--- src/shic_pkg.sv ---
package shic_pkg;

  typedef enum logic [1:0]
  {
    SHIC_NORMAL = 2'b00,
    SHIC_HALT   = 2'b01,
    SHIC_IDLE_ONE_MODE  = 2'b10
  } shic_mode_t;

  // Power-mode select value that picks idle-1
  localparam logic [1:0] SHIC_PSM_IDLE_ONE_MODE    = 2'h0;
  localparam logic [1:0] SHIC_PSM_RESET    = 2'h0;
  localparam logic       SHIC_PRIO_RESET   = 1'h0;

  // Count-clock source codes, shared by the controller and the testbench
  localparam logic [1:0] SHIC_SRC_MAIN     = 2'h0;
  localparam logic [1:0] SHIC_SRC_SUB      = 2'h1;
  localparam logic [1:0] SHIC_SRC_INTOSC   = 2'h2;
  localparam logic [1:0] SHIC_SRC_BRG      = 2'h3;

  localparam int         SHIC_NUM_PERIPH   = 8;
  localparam int         SHIC_PRIO_W       = 3;
  localparam logic [2:0] SHIC_PRIO_NONE    = 3'h7;

endpackage

--- src/shic_standby_ctrl.sv ---
`timescale 1ns/1ps

// Overview of operation
// Reset in halt acts as normal reset
// Timer M runs unless subclock source, no-sub
// Watch timer runs only on divided main clock; code also runs it whenever subclock_used is set
// Watchdog runs unless internal oscillator, no-sub
// CRC runs unless its input is written
// Port pins hold state during halt
// CPU state and RAM preserved in halt
// Idle-1 entry: select 00, stop bit written
// Idle-1 keeps oscillators, PLL, flash; gates CPU
// Idle-1 keeps subclock/external-clock peripherals, RAM
// Idle-1 exit takes no stabilisation wait
// Software puts five NOPs after entry store
// Pending unmasked interrupt ends idle-1 at once
// NMI, watchdog, pin, peripheral irqs, reset wake
// Every release returns to normal mode
// Halt instruction enters halt; only CPU stops; code can also stop timer M, watch timer, watchdog and CRC
// Wake acknowledged only above current priority
// DMA, timers P/Q, serial, converters run in halt
module shic_standby_ctrl
  import shic_pkg::*;
(
  input  wire logic                       clk,               // 200 MHz clock
  input  wire logic                       srst,              // Sync reset, high
  input  wire logic                       any_reset,         // Pin/watchdog/LOW_VOLTAGE_DETECTOR/monitor reset
  input  wire logic                       halt_exec,         // Halt instruction executed
  input  wire logic                       psc_write,         // Store to power_save_ctrl_reg
  input  wire logic                       stop_request_bit,  // Stop bit in that store
  input  wire logic                       msel_write,        // Store to power_mode_select_reg
  input  wire logic                       mode_select_hi,    // Select bit 1
  input  wire logic                       mode_select_lo,    // Select bit 0
  input  wire logic                       nmi_pin,           // Non-maskable pin request
  input  wire logic                       watchdog_irq,      // Watchdog request
  input  wire logic [SHIC_NUM_PERIPH-1:0] ext_pin_irq,       // Pin irqs, first..last
  input  wire logic [SHIC_NUM_PERIPH-1:0] ext_pin_mask,      // High masks pin irq
  input  wire logic                       periph_irq,        // Unmasked internal request
  input  wire logic                       periph_irq_idle,   // Source runs in idle-1
  input  wire logic [SHIC_PRIO_W-1:0]     irq_prio,          // Priority of waking request
  input  wire logic [SHIC_PRIO_W-1:0]     isr_prio,          // Priority being serviced
  input  wire logic                       in_isr,            // Entered inside a handler
  input  wire logic                       subclock_used,     // Subclock oscillator in use
  input  wire logic [1:0]                 tmm_src,           // Timer M count source
  input  wire logic [1:0]                 watch_src,         // Watch timer count source
  input  wire logic [1:0]                 wdt_src,           // Watchdog count source
  input  wire logic                       crc_in_write,      // Write to crc_input_reg
  input  wire logic                       ext_clk_periph,    // Peripheral on external clock
  input  wire logic [7:0]                 port_drive,        // Port levels from CPU logic
  output shic_mode_t                      mode,              // Current mode
  output logic                            cpu_clk_en,        // CPU clock enable
  output logic                            osc_pll_en,        // Oscillators, PLL, flash
  output logic                            periph_clk_en,     // DMA, timers P/Q, serial etc
  output logic                            tmm_clk_en,        // Timer M enable
  output logic                            watch_clk_en,      // Watch timer enable
  output logic                            wdt_clk_en,        // Watchdog enable
  output logic                            crc_clk_en,        // CRC circuit enable
  output logic                            ext_clk_en,        // External/sub-clock peripherals
  output logic                            state_hold,        // Freeze CPU regs and RAM
  output logic                            stab_wait,         // Oscillation wait request
  output logic                            wake_ack,          // Wake request acknowledged
  output logic                            wake_pend,         // Wake request left pending
  output logic [7:0]                      port_out           // Held port levels
);

  ////////////////////////////////////////////////////////////////////////////
  // Mode select register and wake decode

  logic [1:0]       msel;
  logic [1:0]       next_msel;
  shic_mode_t       next_mode;
  logic             next_wake_ack;
  logic             next_wake_pend;
  logic [7:0]       next_port_out;
  logic             wake;
  logic             prio_hi;

  function automatic logic pin_wake(input logic [SHIC_NUM_PERIPH-1:0] req,
                                    input logic [SHIC_NUM_PERIPH-1:0] msk);
    pin_wake = |(req & ~msk);
  endfunction

  // Internal requests from halted peripherals cannot arrive in idle-1
  always_comb
  begin
    wake = nmi_pin | watchdog_irq | pin_wake(ext_pin_irq, ext_pin_mask)
         | (periph_irq & ((mode != SHIC_IDLE_ONE_MODE) | periph_irq_idle));
    // Both non-maskable sources outrank any handler being serviced
    prio_hi = !in_isr || nmi_pin || watchdog_irq || (irq_prio < isr_prio);
  end

  always_comb
  begin
    next_msel = msel;
    if (msel_write)
    begin
      next_msel = {mode_select_hi, mode_select_lo};
    end
  end

  ////////////////////////////////////////////////////////////////////////////
  // Mode sequencer

  // A pending request still enters the mode for one cycle, then leaves it
  always_comb
  begin
    next_mode      = mode;
    next_wake_ack  = 1'b0;
    next_wake_pend = 1'b0;
    unique case (mode)
      SHIC_NORMAL:
      begin
        if (halt_exec)
        begin
          next_mode = SHIC_HALT;
        end
        else if (psc_write && stop_request_bit && msel == SHIC_PSM_IDLE_ONE_MODE)
        begin
          next_mode = SHIC_IDLE_ONE_MODE;
        end
      end
      SHIC_HALT, SHIC_IDLE_ONE_MODE:
      begin
        if (wake)
        begin
          next_mode      = SHIC_NORMAL;
          next_wake_ack  = prio_hi;
          next_wake_pend = !prio_hi;
        end
      end
      default:
      begin
        next_mode = SHIC_NORMAL;
      end
    endcase
    if (any_reset)
    begin
      next_mode      = SHIC_NORMAL;
      next_wake_ack  = 1'b0;
      next_wake_pend = 1'b0;
    end
  end

  always_comb
  begin
    next_port_out = port_out;
    if (mode == SHIC_NORMAL)
    begin
      next_port_out = port_drive;
    end
  end

  // Same reset path whatever mode was active
  always_ff @(posedge clk)
  begin
    if (srst || any_reset)
    begin
      mode      <= SHIC_NORMAL;
      msel      <= SHIC_PSM_RESET;
      wake_ack  <= 1'b0;
      wake_pend <= 1'b0;
      port_out  <= 8'h00;
    end
    else
    begin
      mode      <= next_mode;
      msel      <= next_msel;
      wake_ack  <= next_wake_ack;
      wake_pend <= next_wake_pend;
      port_out  <= next_port_out;
    end
  end

  ////////////////////////////////////////////////////////////////////////////
  // Clock enables

  logic tmm_halt;
  logic watch_halt;
  logic wdt_halt;
  logic tmm_idle;
  logic wdt_idle;

  always_comb
  begin
    tmm_halt   = subclock_used || (tmm_src != SHIC_SRC_SUB);
    watch_halt = subclock_used || (watch_src == SHIC_SRC_BRG);
    wdt_halt   = subclock_used || (wdt_src != SHIC_SRC_INTOSC);
    tmm_idle   = subclock_used && (tmm_src == SHIC_SRC_SUB);
    wdt_idle   = subclock_used && (wdt_src == SHIC_SRC_SUB);
  end

  shic_clk_gate u_cpu
  (
    .mode     (mode),
    .halt_run (1'b0),
    .idle_run (1'b0),
    .run_en   (cpu_clk_en)
  );

  shic_clk_gate u_periph
  (
    .mode     (mode),
    .halt_run (1'b1),
    .idle_run (1'b0),
    .run_en   (periph_clk_en)
  );

  shic_clk_gate u_tmm
  (
    .mode     (mode),
    .halt_run (tmm_halt),
    .idle_run (tmm_idle),
    .run_en   (tmm_clk_en)
  );

  shic_clk_gate u_watch
  (
    .mode     (mode),
    .halt_run (watch_halt),
    .idle_run (watch_halt),
    .run_en   (watch_clk_en)
  );

  shic_clk_gate u_wdt
  (
    .mode     (mode),
    .halt_run (wdt_halt),
    .idle_run (wdt_idle),
    .run_en   (wdt_clk_en)
  );

  // Feeding the CRC needs the CPU, so a write while halted is not served
  shic_clk_gate u_crc
  (
    .mode     (mode),
    .halt_run (!crc_in_write),
    .idle_run (1'b0),
    .run_en   (crc_clk_en)
  );

  shic_clk_gate u_ext
  (
    .mode     (mode),
    .halt_run (1'b1),
    .idle_run (ext_clk_periph || subclock_used),
    .run_en   (ext_clk_en)
  );

  assign osc_pll_en = 1'b1;
  assign stab_wait  = 1'b0;
  assign state_hold = (mode != SHIC_NORMAL);

endmodule

--- src/shic_clk_gate.sv ---
`timescale 1ns/1ps

// Enable for one group of logic, per mode; combinational from mode/source.
module shic_clk_gate
  import shic_pkg::*;
(
  input  wire shic_mode_t mode,          // Current standby mode
  input  wire logic       halt_run,      // Group may run in halt
  input  wire logic       idle_run,      // Group may run in idle-1
  output logic            run_en         // Group clock enable
);

  always_comb
  begin
    unique case (mode)
      SHIC_NORMAL: run_en = 1'b1;
      SHIC_HALT:   run_en = halt_run;
      SHIC_IDLE_ONE_MODE:  run_en = idle_run;
      default:     run_en = 1'b0;
    endcase
  end

endmodule

--- config.mk ---
export PLATFORM = sky130hd
export DESIGN_NAME = shic_standby_ctrl
export DESIGN_NICKNAME = d
export VERILOG_FILES = /design/src/shic_pkg.sv /design/src/shic_standby_ctrl.sv /design/src/shic_clk_gate.sv
export SDC_FILE = /design/constraint.sdc
export NUM_CORES = 1
export LEC_CHECK = 0
export BUFFER_PORTS_ARGS = -buffer_cell sky130_fd_sc_hd__buf_2
export CORE_ASPECT_RATIO = 0.75
export CORE_MARGIN = 1
export CORE_UTILIZATION = 42
export CTS_BUF_LIST = sky130_fd_sc_hd__clkbuf_4
export CTS_CLUSTER_DIAMETER = 200
export CTS_CLUSTER_SIZE = 16
export DETAILED_ROUTE_END_ITERATION = 8
export GPL_ROUTABILITY_DRIVEN = 0
export HOLD_SLACK_MARGIN = 0.03
export PLACE_DENSITY = 0.95
export SYNTH_ARGS = -nofsm -noshare
export SYNTH_HDL_FRONTEND = slang
export SYNTH_SLANG_ARGS = --single-unit
--- constraint.sdc ---
create_clock -name clk -period 3.6 [get_ports clk]
set_clock_uncertainty 0.2 [all_clocks]
set_input_delay 0.36 -clock clk [delete_from_list [all_inputs] [get_ports clk]]
set_output_delay 0.36 -clock clk [all_outputs]
set_load 0.01 [all_outputs]
==> metrics.md, run 1 <==
| Metric | Value |
|---|---|
| Number of cells on the worst reg-to-reg path | `7` |
| Total track usage | `24.84%` |
| Skew-Pair Late Insertion Delay | `0.29 ns` |
| Register area | `280.3 um^2` |
| Dpl cells | `192` |
| CTS Root Buffer Type | `sky130_fd_sc_hd__clkbuf_4` |
| Yosys warning count | `0` |
| Chain of cells forming the critical path | `inv_1 > ha_1 > inv_1 > a31oi_1 > buf_2` |
| Post-layout nets | `234` |
| Die area | `approximately 0.0023 mm^2` |
| Post-layout min period | `2.508 ns` |
| Number of clock sinks | `14` |
| Count of fill cells added during filler insertion | `150` |
| Sort of element at the start of the critical path | `register` |
| Endpoint arrival time on the critical path | `1.95 ns` |
| Count of antenna diodes in the layout | `0` |
| Number of stages on the worst hold path | `3` |
| Leakage power total | `0.7155 nW` |
| Post-cts hold buffer count | `0` |
| First-iteration detailed-routing DRC count | `18` |
| Via count normalized by instance count | `4.985` |
| Commonest non-fill, non-tap cell in the layout | `sky130_fd_sc_hd__buf_2` |
| Master of the slowest instance on the critical path | `sky130_fd_sc_hd__ha_1` |
| Number of flip-flops and latches in the synthesized netlist | `14` |
| Clock tree from TritonCTS | `built` |
| Worst path top cell family by delay | `adder cells` |
| Hold Crit Class | `in -> reg` |
| Post-detailed-routing wire length | `about 2500 um` |
| Endpoint required time on the critical path | `3.04 ns` |
| Outcome | `completed` |
| Post-route DRC | `0` |
| Final hold violations | `0` |
| Post-CTS setup-driven buffer insertion count | `0` |
| Per-cell routed wire length | `12.63 um` |
| Terminus of the critical flop-to-flop path | `mode[0]$_SDFFE_PP0P_` |
| Commonest cells after routing, fill and taps aside | `72 x sky130_fd_sc_hd__buf_2, 14 x sky130_fd_sc_hd__inv_1, 14 x sky130_fd_sc_hd__dfxtp_1, 13 x sky130_fd_sc_hd__nor2_1, 10 x sky130_fd_sc_hd__mux2i_1` |
| Maximum cell stage delay along the critical path | `0.58 ns` |
| Maximum VDD drop | `185.5 uV` |
| Combined area of the multi-input logic cells | `508.0 um^2` |
| Area growth from synthesis to layout | `44.73%` |
| Initial core utilization | `47.17%` |
| Max Transition Viols Final | `0` |
| Launching element of the worst setup path | `mode[0]$_SDFFE_PP0P_` |
| RSZ-0062 raised after global routing | `no` |
| Final setup violation count | `0` |
| Number of global-route vias before repair | `~960` |
| Number of antenna-violating nets in the routed design | `0` |
| Crit end category | `output pin` |
| Post-detailed-placement half-perimeter wirelength | `2116 um` |
| Number of buffer cells added on primary ports | `72` |
| Count of non-filler cells in the finished layout | `196` |
| Clock transition at the registers of the reported paths | `0.08 ns` |
| Setup TNS | `0 ns` |
| PwrDens | `~280 mW/mm^2` |
| Final worst path period share | `roughly 70%` |
| First-pass DRT Iterations | `5` |
| Floorplan die height | `about 41 um` |
| Critical setup path kind | `reg -> out` |
| Sum of buffers and inverters on the critical path | `3` |
| Wire length of the first global-routing pass | `3781 um` |
| Worst-case clock buffer depth | `2` |
| End of the worst hold path | `port_out[3]$_SDFFE_PP0P_` |
| Synthesized net count | `162` |
| FP Rows | `13` |
| Worst-case headroom to the max-slew limit | `57.52%` |
| Start point of the worst hold path | `port_drive[3]` |
| Fraction of final layout cells with drive strength greater than 1 | `between 40% and 50%` |
| R2r setup slk | `1.17 ns` |
| Number of antenna violations at the first check in global routing | `0` |
| Count of pins on the block boundary | `75` |
| Count of different cell masters after synthesis | `33` |
| Number of gates resized after CTS | `0` |
| Startpoint of the worst-slack reg-to-reg timing path | `mode[0]$_SDFFE_PP0P_` |
| Max Clk Rate | `398.7 MHz` |
| Cell occurring most often along the worst timing path | `sky130_fd_sc_hd__inv_1` |
| Share of synthesized area occupied by flip-flops and latches | `32.32%` |
| # Max-Cap Violations | `0` |
| Syn Area/Cell | `8.418 um^2` |
| Number of buffers created by CTS | `3` |
| Total number of H-tree levels | `1` |
| Post-synthesis cell count | `103` |
| Mapped cell area | `867.1 um^2` |
| Global route overflow | `0` |
| Core outline area | `0.001838 mm^2` |
| Highest net fanout along the worst path | `13` |
| Largest net degree at the start of global routing | `15` |
| Die boundary width | `54.47 um` |
| Vias | `977` |
| Worst slew pin tran | `approximately 0.64 ns` |
[synthesized netlist by cell type]
library cell,n,share of area (%)
sky130_fd_sc_hd__nor4b_1,1,1.0
sky130_fd_sc_hd__nand2b_1,3,2.2
sky130_fd_sc_hd__or4b_4,1,1.6
sky130_fd_sc_hd__a21oi_1,3,1.7
sky130_fd_sc_hd__mux2_4,1,1.7
sky130_fd_sc_hd__a2111oi_2,1,1.7
sky130_fd_sc_hd__o22ai_1,1,0.72
sky130_fd_sc_hd__and3_1,1,0.72
sky130_fd_sc_hd__nor3b_1,2,1.7
sky130_fd_sc_hd__a21oi_2,1,1.0
sky130_fd_sc_hd__a31oi_1,2,1.4
sky130_fd_sc_hd__o221ai_1,1,1.0
sky130_fd_sc_hd__inv_1,14,6.1
sky130_fd_sc_hd__ha_1,6,8.7
sky130_fd_sc_hd__o21ai_0,6,3.5
sky130_fd_sc_hd__conb_1,2,0.87
sky130_fd_sc_hd__a41oi_1,1,1.0
sky130_fd_sc_hd__or2_2,1,0.72
sky130_fd_sc_hd__buf_4,2,1.7
sky130_fd_sc_hd__dfxtp_1,14,32
sky130_fd_sc_hd__nor4bb_1,1,1.2
sky130_fd_sc_hd__nor2_1,13,5.6
sky130_fd_sc_hd__mux2i_1,10,12
sky130_fd_sc_hd__o211ai_1,1,0.87
sky130_fd_sc_hd__nand3_1,2,1.2
sky130_fd_sc_hd__a211oi_1,1,0.87
sky130_fd_sc_hd__o32ai_1,1,1.0
sky130_fd_sc_hd__or4b_2,1,1.2
sky130_fd_sc_hd__a21o_1,1,0.87
sky130_fd_sc_hd__clkbuf_1,2,0.87
sky130_fd_sc_hd__buf_1,1,0.43
sky130_fd_sc_hd__nor2b_1,3,2.2
sky130_fd_sc_hd__nand2_1,2,0.87
[stage by stage]
| stage | power (mW) | hold WS [ns] | util [%] | setup WS, ns | area [um^2] |
|---|---|---|---|---|---|
| after global routing | 0.3680 | 0.1176 | 68.28 | 0.9534 | 1255 |
| after CTS | 0.3479 | 0.1086 | 68.28 | 1.102 | 1255 |
| after global placement | 0.2536 | 0.2702 | 66.85 | 1.340 | 1229 |
| after detailed placement | 0.2584 | 0.2800 | 66.85 | 1.216 | 1229 |
| after floorplan | 0.2136 | 0.2611 | - | 1.367 | 867.1 |
| final | 0.3461 | 0.1073 | 68.28 | 1.092 | 1255 |
[cell type report]
| type | instances | share of cell area (%) |
|---|---|---|
| clock buffer | 3 | 1.795 |
| clock inverter | 1 | 0.2991 |
| inverter | 14 | 4.187 |
| multi-input combinational | 70 | 40.48 |
| sequential | 14 | 22.33 |
| tap | 22 | 2.193 |
| timing repair buffer | 72 | 28.71 |
[sequential cells by signal (all words and copies together), names as in the netlist]
name and cells:
port_out 8, mode 2, wake_pend 1, msel 2, wake_ack 1
[per-layer routing]
layer | part of all wire [%] | GRT usage [%]
met1 | 36 | 22.61
met2 | 54 | 52.44
met3 | 6.5 | 6.159
met4 | 2.6 | 12.18
met5 | 0 | 0
[logic make-up after synthesis]
group	Yosys count	share of synthesized area (%)
and+or+nand+nor	31	20.06
AOI/OAI and AO/OA	20	15.73
buffers and inverters	19	9.090
DFF	14	32.32
muxes	11	13.28
adders and majority gates	6	8.658
other	2	0.8661
[report_power, final]
| part | leakage, nW | internal (mW) | switching [mW] |
|---|---|---|---|
| Combinational | 0.586 | 0.0469 | 0.0438 |
| Clock | 0.0154 | 0.0403 | 0.0513 |
| Sequential | 0.114 | 0.161 | 0.00327 |
| Total | 0.715 | 0.248 | 0.0984 |
[worst register-to-register path, stage by stage, from the launching register on]
cell                        delay (ns)
sky130_fd_sc_hd__dfxtp_1          0.36
sky130_fd_sc_hd__inv_1            0.12
sky130_fd_sc_hd__ha_1             0.21
sky130_fd_sc_hd__nand2b_1         0.11
sky130_fd_sc_hd__a2111oi_2        0.38
sky130_fd_sc_hd__or4b_4           0.53
sky130_fd_sc_hd__mux2_4           0.32
sky130_fd_sc_hd__a21oi_2          0.14
[worst max path at each step]
| stage | to | depth (start not counted) |
|---|---|---|
| floorplan | mode[0]$_SDFFE_PP0P_ | 7 |
| global route | ext_clk_en | 5 |
| detailed placement | mode[0]$_SDFFE_PP0P_ | 7 |
| global placement | mode[0]$_SDFFE_PP0P_ | 7 |
| finish | ext_clk_en | 5 |
| CTS | ext_clk_en | 5 |
Note: power is estimated with default switching activity, not from simulation.
==> inputs of run 2 (changes only) <==
--- a/config.mk
+++ b/config.mk
@@ -8,14 +8,14 @@
 export BUFFER_PORTS_ARGS = -buffer_cell sky130_fd_sc_hd__buf_2
 export CORE_ASPECT_RATIO = 0.75
 export CORE_MARGIN = 1
-export CORE_UTILIZATION = 42
+export CORE_UTILIZATION = 39
 export CTS_BUF_LIST = sky130_fd_sc_hd__clkbuf_4
 export CTS_CLUSTER_DIAMETER = 200
 export CTS_CLUSTER_SIZE = 16
 export DETAILED_ROUTE_END_ITERATION = 8
 export GPL_ROUTABILITY_DRIVEN = 0
 export HOLD_SLACK_MARGIN = 0.03
-export PLACE_DENSITY = 0.95
+export PLACE_DENSITY = 0.92
 export SYNTH_ARGS = -nofsm -noshare
 export SYNTH_HDL_FRONTEND = slang
 export SYNTH_SLANG_ARGS = --single-unit
==> constraint.sdc (replaced) <==
create_clock -name clk -period 2.6 [get_ports clk]
set_clock_uncertainty 0.2 [all_clocks]
set_input_delay 0.26 -clock clk [delete_from_list [all_inputs] [get_ports clk]]
set_output_delay 0.26 -clock clk [all_outputs]
set_load 0.01 [all_outputs]
==> metrics.md, run 2 (synthesis results as in run 1) <==
| Metric | Value |
|---|---|
| RSZ-0062 raised after global routing | `no` |
| Skew-Pair Late Insertion Delay | `0.28 ns (about the same)` |
| Vias | `1007 (+3.1%)` |
| Number of antenna violations at the first check in global routing | `0 (unchanged)` |
| Post-layout min period | `2.382 ns` |
| Post-detailed-routing wire length | `2453 um (-0.89%)` |
| Area growth from synthesis to layout | `53.97%` |
| CTS Root Buffer Type | `sky130_fd_sc_hd__clkbuf_4` |
| Endpoint required time on the critical path | `2.62 ns (-0.42 ns)` |
| Terminus of the critical flop-to-flop path | `mode[0]$_SDFFE_PP0P_` |
| Number of stages on the worst hold path | `3 (unchanged)` |
| Largest net degree at the start of global routing | `15 (unchanged)` |
| End of the worst hold path | `port_out[1]$_SDFFE_PP0P_` |
| Commonest cells after routing, fill and taps aside | `72 x sky130_fd_sc_hd__buf_2, 14 x sky130_fd_sc_hd__inv_1, 14 x sky130_fd_sc_hd__dfxtp_1, 13 x sky130_fd_sc_hd__nor2_1, 10 x sky130_fd_sc_hd__mux2i_1` |
| Wire length of the first global-routing pass | `4119 um (+8.9%)` |
| Via count normalized by instance count | `4.888 (-1.9%)` |
| PwrDens | `364.6 mW/mm^2 (+32%)` |
| Overall power consumption | `486.7 uW (+41%)` |
| R2r setup slk | `0.22 ns (-0.95 ns)` |
| Largest registers | `port_out x8, mode x2, msel x2` |
| First-pass DRT Iterations | `4 (-1)` |
| Die area | `0.002418 mm^2 (+7.4%)` |
| Number of clock sinks | `14 (unchanged)` |
| Count of pins on the block boundary | `75 (unchanged)` |
| Core outline area | `0.002049 mm^2 (+12%)` |
| Largest register FFs | `8 (unchanged)` |
| Final worst path period share | `91.60%` |
| Hold Crit Class | `in -> reg` |
| FP Rows | `14 (+1)` |
| Startpoint of the worst-slack reg-to-reg timing path | `mode[0]$_SDFFE_PP0P_` |
| Count of antenna diodes in the layout | `0 (unchanged)` |
| Fraction of power consumed by combinational cells | `27.7% (+1.5 points)` |
| Max Transition Viols Final | `0 (unchanged)` |
| Initial core utilization | `42.31% (-4.9 points)` |
| Largest register by flop count | `port_out` |
| # Max-Cap Violations | `0 (unchanged)` |
| Seq pwr share | `46.7% (-0.6 points)` |
| Worst-case clock buffer depth | `2 (unchanged)` |
| Number of cells on the worst reg-to-reg path | `7 (unchanged)` |
| Per-cell routed wire length | `11.91 um (-5.7%)` |
| Share of total power consumed by net switching | `27.93% (-0.49 points)` |
| Leakage power total | `0.7490 nW (+4.7%)` |
| Number of antenna-violating nets in the routed design | `0 (unchanged)` |
| Start point of the worst hold path | `port_drive[1]` |
| Dpl cells | `195 (+1.6%)` |
| Commonest non-fill, non-tap cell in the layout | `sky130_fd_sc_hd__buf_2` |
| Crit end category | `register` |
| Post-route DRC | `0 (unchanged)` |
| Final hold violations | `0 (unchanged)` |
| Number of global-route vias before repair | `985 (+2.7%)` |
| Outcome | `completed` |
| Floorplan die height | `42.84 um (+3.6%)` |
| Internal power component | `350.8 uW (+42%)` |
| Final setup violation count | `0 (unchanged)` |
| Number of gates resized after CTS | `0 (unchanged)` |
| Highest net fanout along the worst path | `5 (-8)` |
| Number of buffer cells added on primary ports | `72 (unchanged)` |
| Total track usage | `22.02% (-2.8 points)` |
| Sort of element at the start of the critical path | `register` |
| Total number of H-tree levels | `1 (unchanged)` |
| First-iteration detailed-routing DRC count | `16 (-2)` |
| Sw Pwr | `136.0 uW (+38%)` |
| Fraction of power consumed by the clock network | `25.6% (-0.9 points)` |
| Number of buffers created by CTS | `3 (unchanged)` |
| Count of non-filler cells in the finished layout | `206 (+5.1%)` |
| Endpoint arrival time on the critical path | `2.40 ns (+0.45 ns)` |
| Fraction of final layout cells with drive strength greater than 1 | `45.05% (-1.5 points)` |
| Clock transition at the registers of the reported paths | `0.08 ns (about the same)` |
| Die boundary width | `56.45 um (+3.6%)` |
| Post-layout nets | `242 (+3.4%)` |
| Critical setup path kind | `reg -> reg` |
| Global route overflow | `0 (unchanged)` |
| Setup TNS | `0 ns (unchanged)` |
| Post-detailed-placement half-perimeter wirelength | `1979 um (-6.5%)` |
| Maximum VDD drop | `321.8 uV (+73%)` |
| Clock tree from TritonCTS | `built` |
| Max Clk Rate | `419.9 MHz` |
## run 2: area by class of cell
type                            count  area [um^2]
Sequential cell                    14        280.3
Clock buffer                        3        22.52
Fill cell                         170        714.4
Timing Repair Buffer               80        437.9
Tap cell                           24        30.03
Clock inverter                      1        3.754
Multi-Input combinational cell     70        508.0
Inverter                           14        52.55
## run 2: worst max-delay path, cell delays in order, from the launching register on
cell	delay [ns]
sky130_fd_sc_hd__dfxtp_1	0.36
sky130_fd_sc_hd__inv_1	0.13
sky130_fd_sc_hd__ha_1	0.23
sky130_fd_sc_hd__nand2b_1	0.11
sky130_fd_sc_hd__a2111oi_2	0.34
sky130_fd_sc_hd__or4b_4	0.52
sky130_fd_sc_hd__mux2_4	0.32
sky130_fd_sc_hd__a21oi_2	0.12
## run 2: power groups by stage
stage | sequential, mW | combinational (mW) | clock, mW
after detailed placement | 0.232 | 0.126 | 0
after floorplan | 0.235 | 0.0609 | 0
after global routing | 0.228 | 0.150 | 0.136
after global placement | 0.231 | 0.120 | 0
final | 0.227 | 0.135 | 0.125
after CTS | 0.227 | 0.135 | 0.127
## run 2: routing by layer
layer	vias to the layer above	wire length [um]	track usage, %
met5	-	0	0
met4	0	40	8.293
met3	4	166	5.488
met2	51	1281	41.88
met1	446	965	23.36
li1	506	-	-
## run 2: metrics by stage
step	util, %	area, um^2	hold slack [ns]	worst slack, ns
2_1_floorplan	-	867.1	0.2072	0.3672
3_3_place_gp	60.44	1239	0.2694	0.3352
3_5_place_dp	60.44	1239	0.2800	0.2352
4_1_cts	65.14	1335	0.03630	0.2089
5_1_grt	65.14	1335	0.04898	0.06900
6_report	65.14	1335	0.04019	0.2184
## run 2: what timing repair did
item / 4_1_cts / 5_1_grt
buffers inserted: 0 / 0
hold buffers: 7 / 0
endpoints found under the hold margin: 7 / 0
## run 2: how the worst max path moves through the flow
stage	endpoint	slack, ns	cells past startpoint	from
after floorplan	mode[0]$_SDFFE_PP0P_	0.37	7	mode[0]$_SDFFE_PP0P_
after global placement	mode[0]$_SDFFE_PP0P_	0.34	7	mode[0]$_SDFFE_PP0P_
after CTS	mode[0]$_SDFFE_PP0P_	0.21	7	mode[0]$_SDFFE_PP0P_
after detailed placement	mode[0]$_SDFFE_PP0P_	0.24	7	mode[0]$_SDFFE_PP0P_
after global routing	mode[0]$_SDFFE_PP0P_	0.07	7	mode[0]$_SDFFE_PP0P_
final	mode[0]$_SDFFE_PP0P_	0.22	7	mode[0]$_SDFFE_PP0P_
==> inputs of run 3 (changes only) <==
--- a/config.mk
+++ b/config.mk
@@ -5,17 +5,17 @@
 export SDC_FILE = /design/constraint.sdc
 export NUM_CORES = 1
 export LEC_CHECK = 0
+export ABC_AREA = 1
 export BUFFER_PORTS_ARGS = -buffer_cell sky130_fd_sc_hd__buf_2
 export CORE_ASPECT_RATIO = 0.75
 export CORE_MARGIN = 1
-export CORE_UTILIZATION = 39
-export CTS_BUF_LIST = sky130_fd_sc_hd__clkbuf_4
+export CORE_UTILIZATION = 37
 export CTS_CLUSTER_DIAMETER = 200
 export CTS_CLUSTER_SIZE = 16
 export DETAILED_ROUTE_END_ITERATION = 8
 export GPL_ROUTABILITY_DRIVEN = 0
 export HOLD_SLACK_MARGIN = 0.03
-export PLACE_DENSITY = 0.92
+export PLACE_DENSITY = 0.88
 export SYNTH_ARGS = -nofsm -noshare
 export SYNTH_HDL_FRONTEND = slang
 export SYNTH_SLANG_ARGS = --single-unit
==> metrics.md, run 3 <==
| Metric | Value |
|---|---|
| Count of different cell masters after synthesis | `21 (-36%)` |
| Max Transition Viols Final | `0 (unchanged)` |
| FP Rows | `14 (unchanged)` |
| Max Clk Rate | `439.3 MHz (+4.6%)` |
| Fraction of synthesized cell area taken by the top area cell type | `32.23% (-0.093 points)` |
| Startpoint of the worst-slack reg-to-reg timing path | `mode[0]$_SDFFE_PP0P_` |
| Number of antenna-violating nets in the routed design | `0 (unchanged)` |
| PwrDens | `392.9 mW/mm^2 (+7.8%)` |
| First-iteration detailed-routing DRC count | `54 (+38)` |
| Fraction of final layout cells with drive strength greater than 1 | `39.91% (-5.1 points)` |
| Commonest cells after routing, fill and taps aside | `72 x sky130_fd_sc_hd__buf_2, 44 x sky130_fd_sc_hd__nand2_1, 20 x sky130_fd_sc_hd__inv_1, 17 x sky130_fd_sc_hd__a21oi_1, 14 x sky130_fd_sc_hd__dfxtp_1` |
| Register area | `280.3 um^2 (unchanged)` |
| Top-count cell post-synth | `sky130_fd_sc_hd__nand2_1` |
| Floorplan die height | `43.99 um (+2.7%)` |
| Number of global-route vias before repair | `1027 (+4.3%)` |
| Die area | `0.002550 mm^2 (+5.5%)` |
| Die boundary width | `57.98 um (+2.7%)` |
| Via count normalized by instance count | `4.435 (-9.3%)` |
| Failing checks | `design-rule violations` |
| Total number of H-tree levels | `1 (unchanged)` |
| Largest cells by area after synthesis | `sky130_fd_sc_hd__dfxtp_1 32%, sky130_fd_sc_hd__nand2_1 19%, sky130_fd_sc_hd__a21oi_1 9.8%` |
| Number of flip-flops and latches in the synthesized netlist | `14 (unchanged)` |
| Fraction of registers with async set/reset | `0% (unchanged)` |
| Skew-Pair Late Insertion Delay | `0.28 ns (about the same)` |
| Per-cell routed wire length | `9.730 um (-18%)` |
| Final hold violations | `0 (unchanged)` |
| Hold Crit Class | `in -> reg` |
| Core outline area | `0.002102 mm^2 (+2.6%)` |
| Highest net fanout along the worst path | `14 (+9)` |
| Terminus of the critical flop-to-flop path | `mode[1]$_SDFFE_PP0P_` |
| Number of cells on the worst reg-to-reg path | `8 (+1)` |
| Final setup violation count | `0 (unchanged)` |
| Yosys warning count | `0 (unchanged)` |
| Post-layout min period | `2.276 ns (-0.1052 ns)` |
| Count of pins on the block boundary | `75 (unchanged)` |
| Post-layout nets | `273 (+13%)` |
| Launching element of the worst setup path | `mode[0]$_SDFFE_PP0P_` |
| CTS Root Buffer Type | `sky130_fd_sc_hd__clkbuf_4` |
| RSZ-0062 raised after global routing | `no` |
| Clock tree from TritonCTS | `built` |
| Post-synthesis cell count | `134 (+30%)` |
| Outcome | `finished, violations left` |
| Count of flip-flops with a built-in enable after synthesis | `0 (unchanged)` |
| Crit end category | `output pin` |
| Number of clock sinks | `14 (unchanged)` |
| Commonest non-fill, non-tap cell in the layout | `sky130_fd_sc_hd__buf_2` |
| Post-detailed-placement half-perimeter wirelength | `1838 um (-7.1%)` |
| Count of fill cells added during filler insertion | `203 (+19%)` |
| Largest registers | `port_out x8, mode x2, msel x2` |
| Share of synthesized area occupied by flip-flops and latches | `32.23% (-0.093 points)` |
| Largest register by flop count | `port_out` |
| Leakage power total | `0.7688 nW (+2.6%)` |
| Yosys top cell by area | `sky130_fd_sc_hd__dfxtp_1` |
| Initial core utilization | `41.37% (-0.94 points)` |
| Post-route DRC | `5 (+5)` |
| Count of non-filler cells in the finished layout | `237 (+15%)` |
| Largest net degree at the start of global routing | `15 (unchanged)` |
| Final worst path period share | `87.55% (-4.0 points)` |
| Setup TNS | `0 ns (unchanged)` |
| Top FF cell, synth | `sky130_fd_sc_hd__dfxtp_1` |
| Dpl cells | `225 (+15%)` |
| First-pass DRT Iterations | `6 (+2)` |
| Number of buffers created by CTS | `3 (unchanged)` |
| # Max-Cap Violations | `0 (unchanged)` |
| Combined area of the multi-input logic cells | `484.2 um^2 (-4.7%)` |
| Count of antenna diodes in the layout | `0 (unchanged)` |
| Area growth from synthesis to layout | `55.25%` |
| Global route overflow | `0 (unchanged)` |
| Number of gates resized after CTS | `0 (unchanged)` |
| Overall power consumption | `530.4 uW (+9.0%)` |
| Worst-case clock buffer depth | `2 (unchanged)` |
| R2r setup slk | `0.68 ns (+0.46 ns)` |
| Wire length of the first global-routing pass | `3898 um (-5.4%)` |
| Endpoint required time on the critical path | `2.14 ns (-0.48 ns)` |
| Endpoint arrival time on the critical path | `1.82 ns (-0.58 ns)` |
| Maximum VDD drop | `181.9 uV (-43%)` |
| Critical setup path kind | `reg -> out` |
| Mapped cell area | `869.6 um^2 (+0.29%)` |
| Critical Path End | `ext_clk_en` |
| Number of buffer cells added on primary ports | `72 (unchanged)` |
| Vias | `1051 (+4.4%)` |
| Syn Area/Cell | `6.489 um^2 (-23%)` |
| Synthesized net count | `193 (+19%)` |
| Number of antenna violations at the first check in global routing | `0 (unchanged)` |
| Largest register FFs | `8 (unchanged)` |
| Hold Slack | `0.03871 ns (-0.001487 ns)` |
| Post-detailed-routing wire length | `2306 um (-6.0%)` |
| Top post-synthesis cells by count | `44 x sky130_fd_sc_hd__nand2_1, 20 x sky130_fd_sc_hd__inv_1, 17 x sky130_fd_sc_hd__a21oi_1, 14 x sky130_fd_sc_hd__dfxtp_1, 6 x sky130_fd_sc_hd__ha_1` |
| Clock transition at the registers of the reported paths | `0.09 ns (about the same)` |
| Total track usage | `19.90% (-2.1 points)` |
| Sort of element at the start of the critical path | `register` |
## run 3: cell count changes after synthesis, sizes merged, moves of 2 or more
cell    before  now
nand2        2   45
nand2b       3    0
o21ai        6    3
a21oi        4   17
mux2i       10    0
nor2b        3    0
inv         14   21
nor3b        2    0
or4b         2    0
nor2        13    9
nand3        2    5
## run 3: worst min path at each step
stage / startpoint / end / slack [ns] / cells past startpoint
2_1_floorplan: in_isr / wake_ack$_SDFF_PP0_ / 0.16 / 1
3_3_place_gp: port_out[1]$_SDFFE_PP0P_ / port_out[1]$_SDFFE_PP0P_ / 0.25 / 2
3_5_place_dp: port_out[1]$_SDFFE_PP0P_ / port_out[1]$_SDFFE_PP0P_ / 0.25 / 2
4_1_cts: port_drive[6] / port_out[6]$_SDFFE_PP0P_ / 0.03 / 3
5_1_grt: port_drive[5] / port_out[5]$_SDFFE_PP0P_ / 0.04 / 3
6_report: port_drive[4] / port_out[4]$_SDFFE_PP0P_ / 0.04 / 3
## run 3: cell families after synthesis
kind of cell	after synthesis	share of synthesized area, %
AOI/OAI and AO/OA	26	17.12
and+or+nand+nor	60	29.06
DFF	14	32.23
other	2	0.8636
adders and majority gates	6	8.633
buffers and inverters	26	12.09
## run 3: cell type report
cell class,count,share of cell area [%]
well taps,24,2.224
flip-flops and latches,14,20.76
repair buffers,80,32.62
inverters,21,5.839
clock buffers,4,2.688
multi-input cells,94,35.87
## run 3: repair_timing
action	4_1_cts	5_1_grt
setup buffers	0	0
hold buffers	8	0
endpoints found under the hold margin	8	0
## run 3: through the flow
step | utilization [%] | area, um^2 | worst slack (ns)
finish | 64.23 | 1350 | 0.3236
floorplan | - | 869.6 | 0.7304
CTS | 64.23 | 1350 | 0.3282
global route | 64.23 | 1350 | 0.1813
detailed placement | 58.69 | 1234 | 0.6544
global placement | 58.69 | 1234 | 0.7021
## run 3: power by group
group | internal [mW] | switching [mW]
Clock | 0.0852 | 0.0702
Sequential | 0.223 | 0.00517
Combinational | 0.0731 | 0.0739
## run 3: metal layers
metal / vias up / track usage [%] / routed length (um)
met5: - / 0 / 0
met4: 0 / 4.286 / 10
met3: 2 / 2.687 / 128
met2: 36 / 40.92 / 1223
met1: 442 / 21.49 / 943
li1: 571 / - / -
## run 3: critical path, stage by stage, from the launching register on
cell and delay, ns:
sky130_fd_sc_hd__dfxtp_1 0.36, sky130_fd_sc_hd__inv_1 0.10, sky130_fd_sc_hd__ha_1 0.43, sky130_fd_sc_hd__inv_2 0.21, sky130_fd_sc_hd__a31o_2 0.27, sky130_fd_sc_hd__inv_1 0.04, sky130_fd_sc_hd__buf_2 0.11
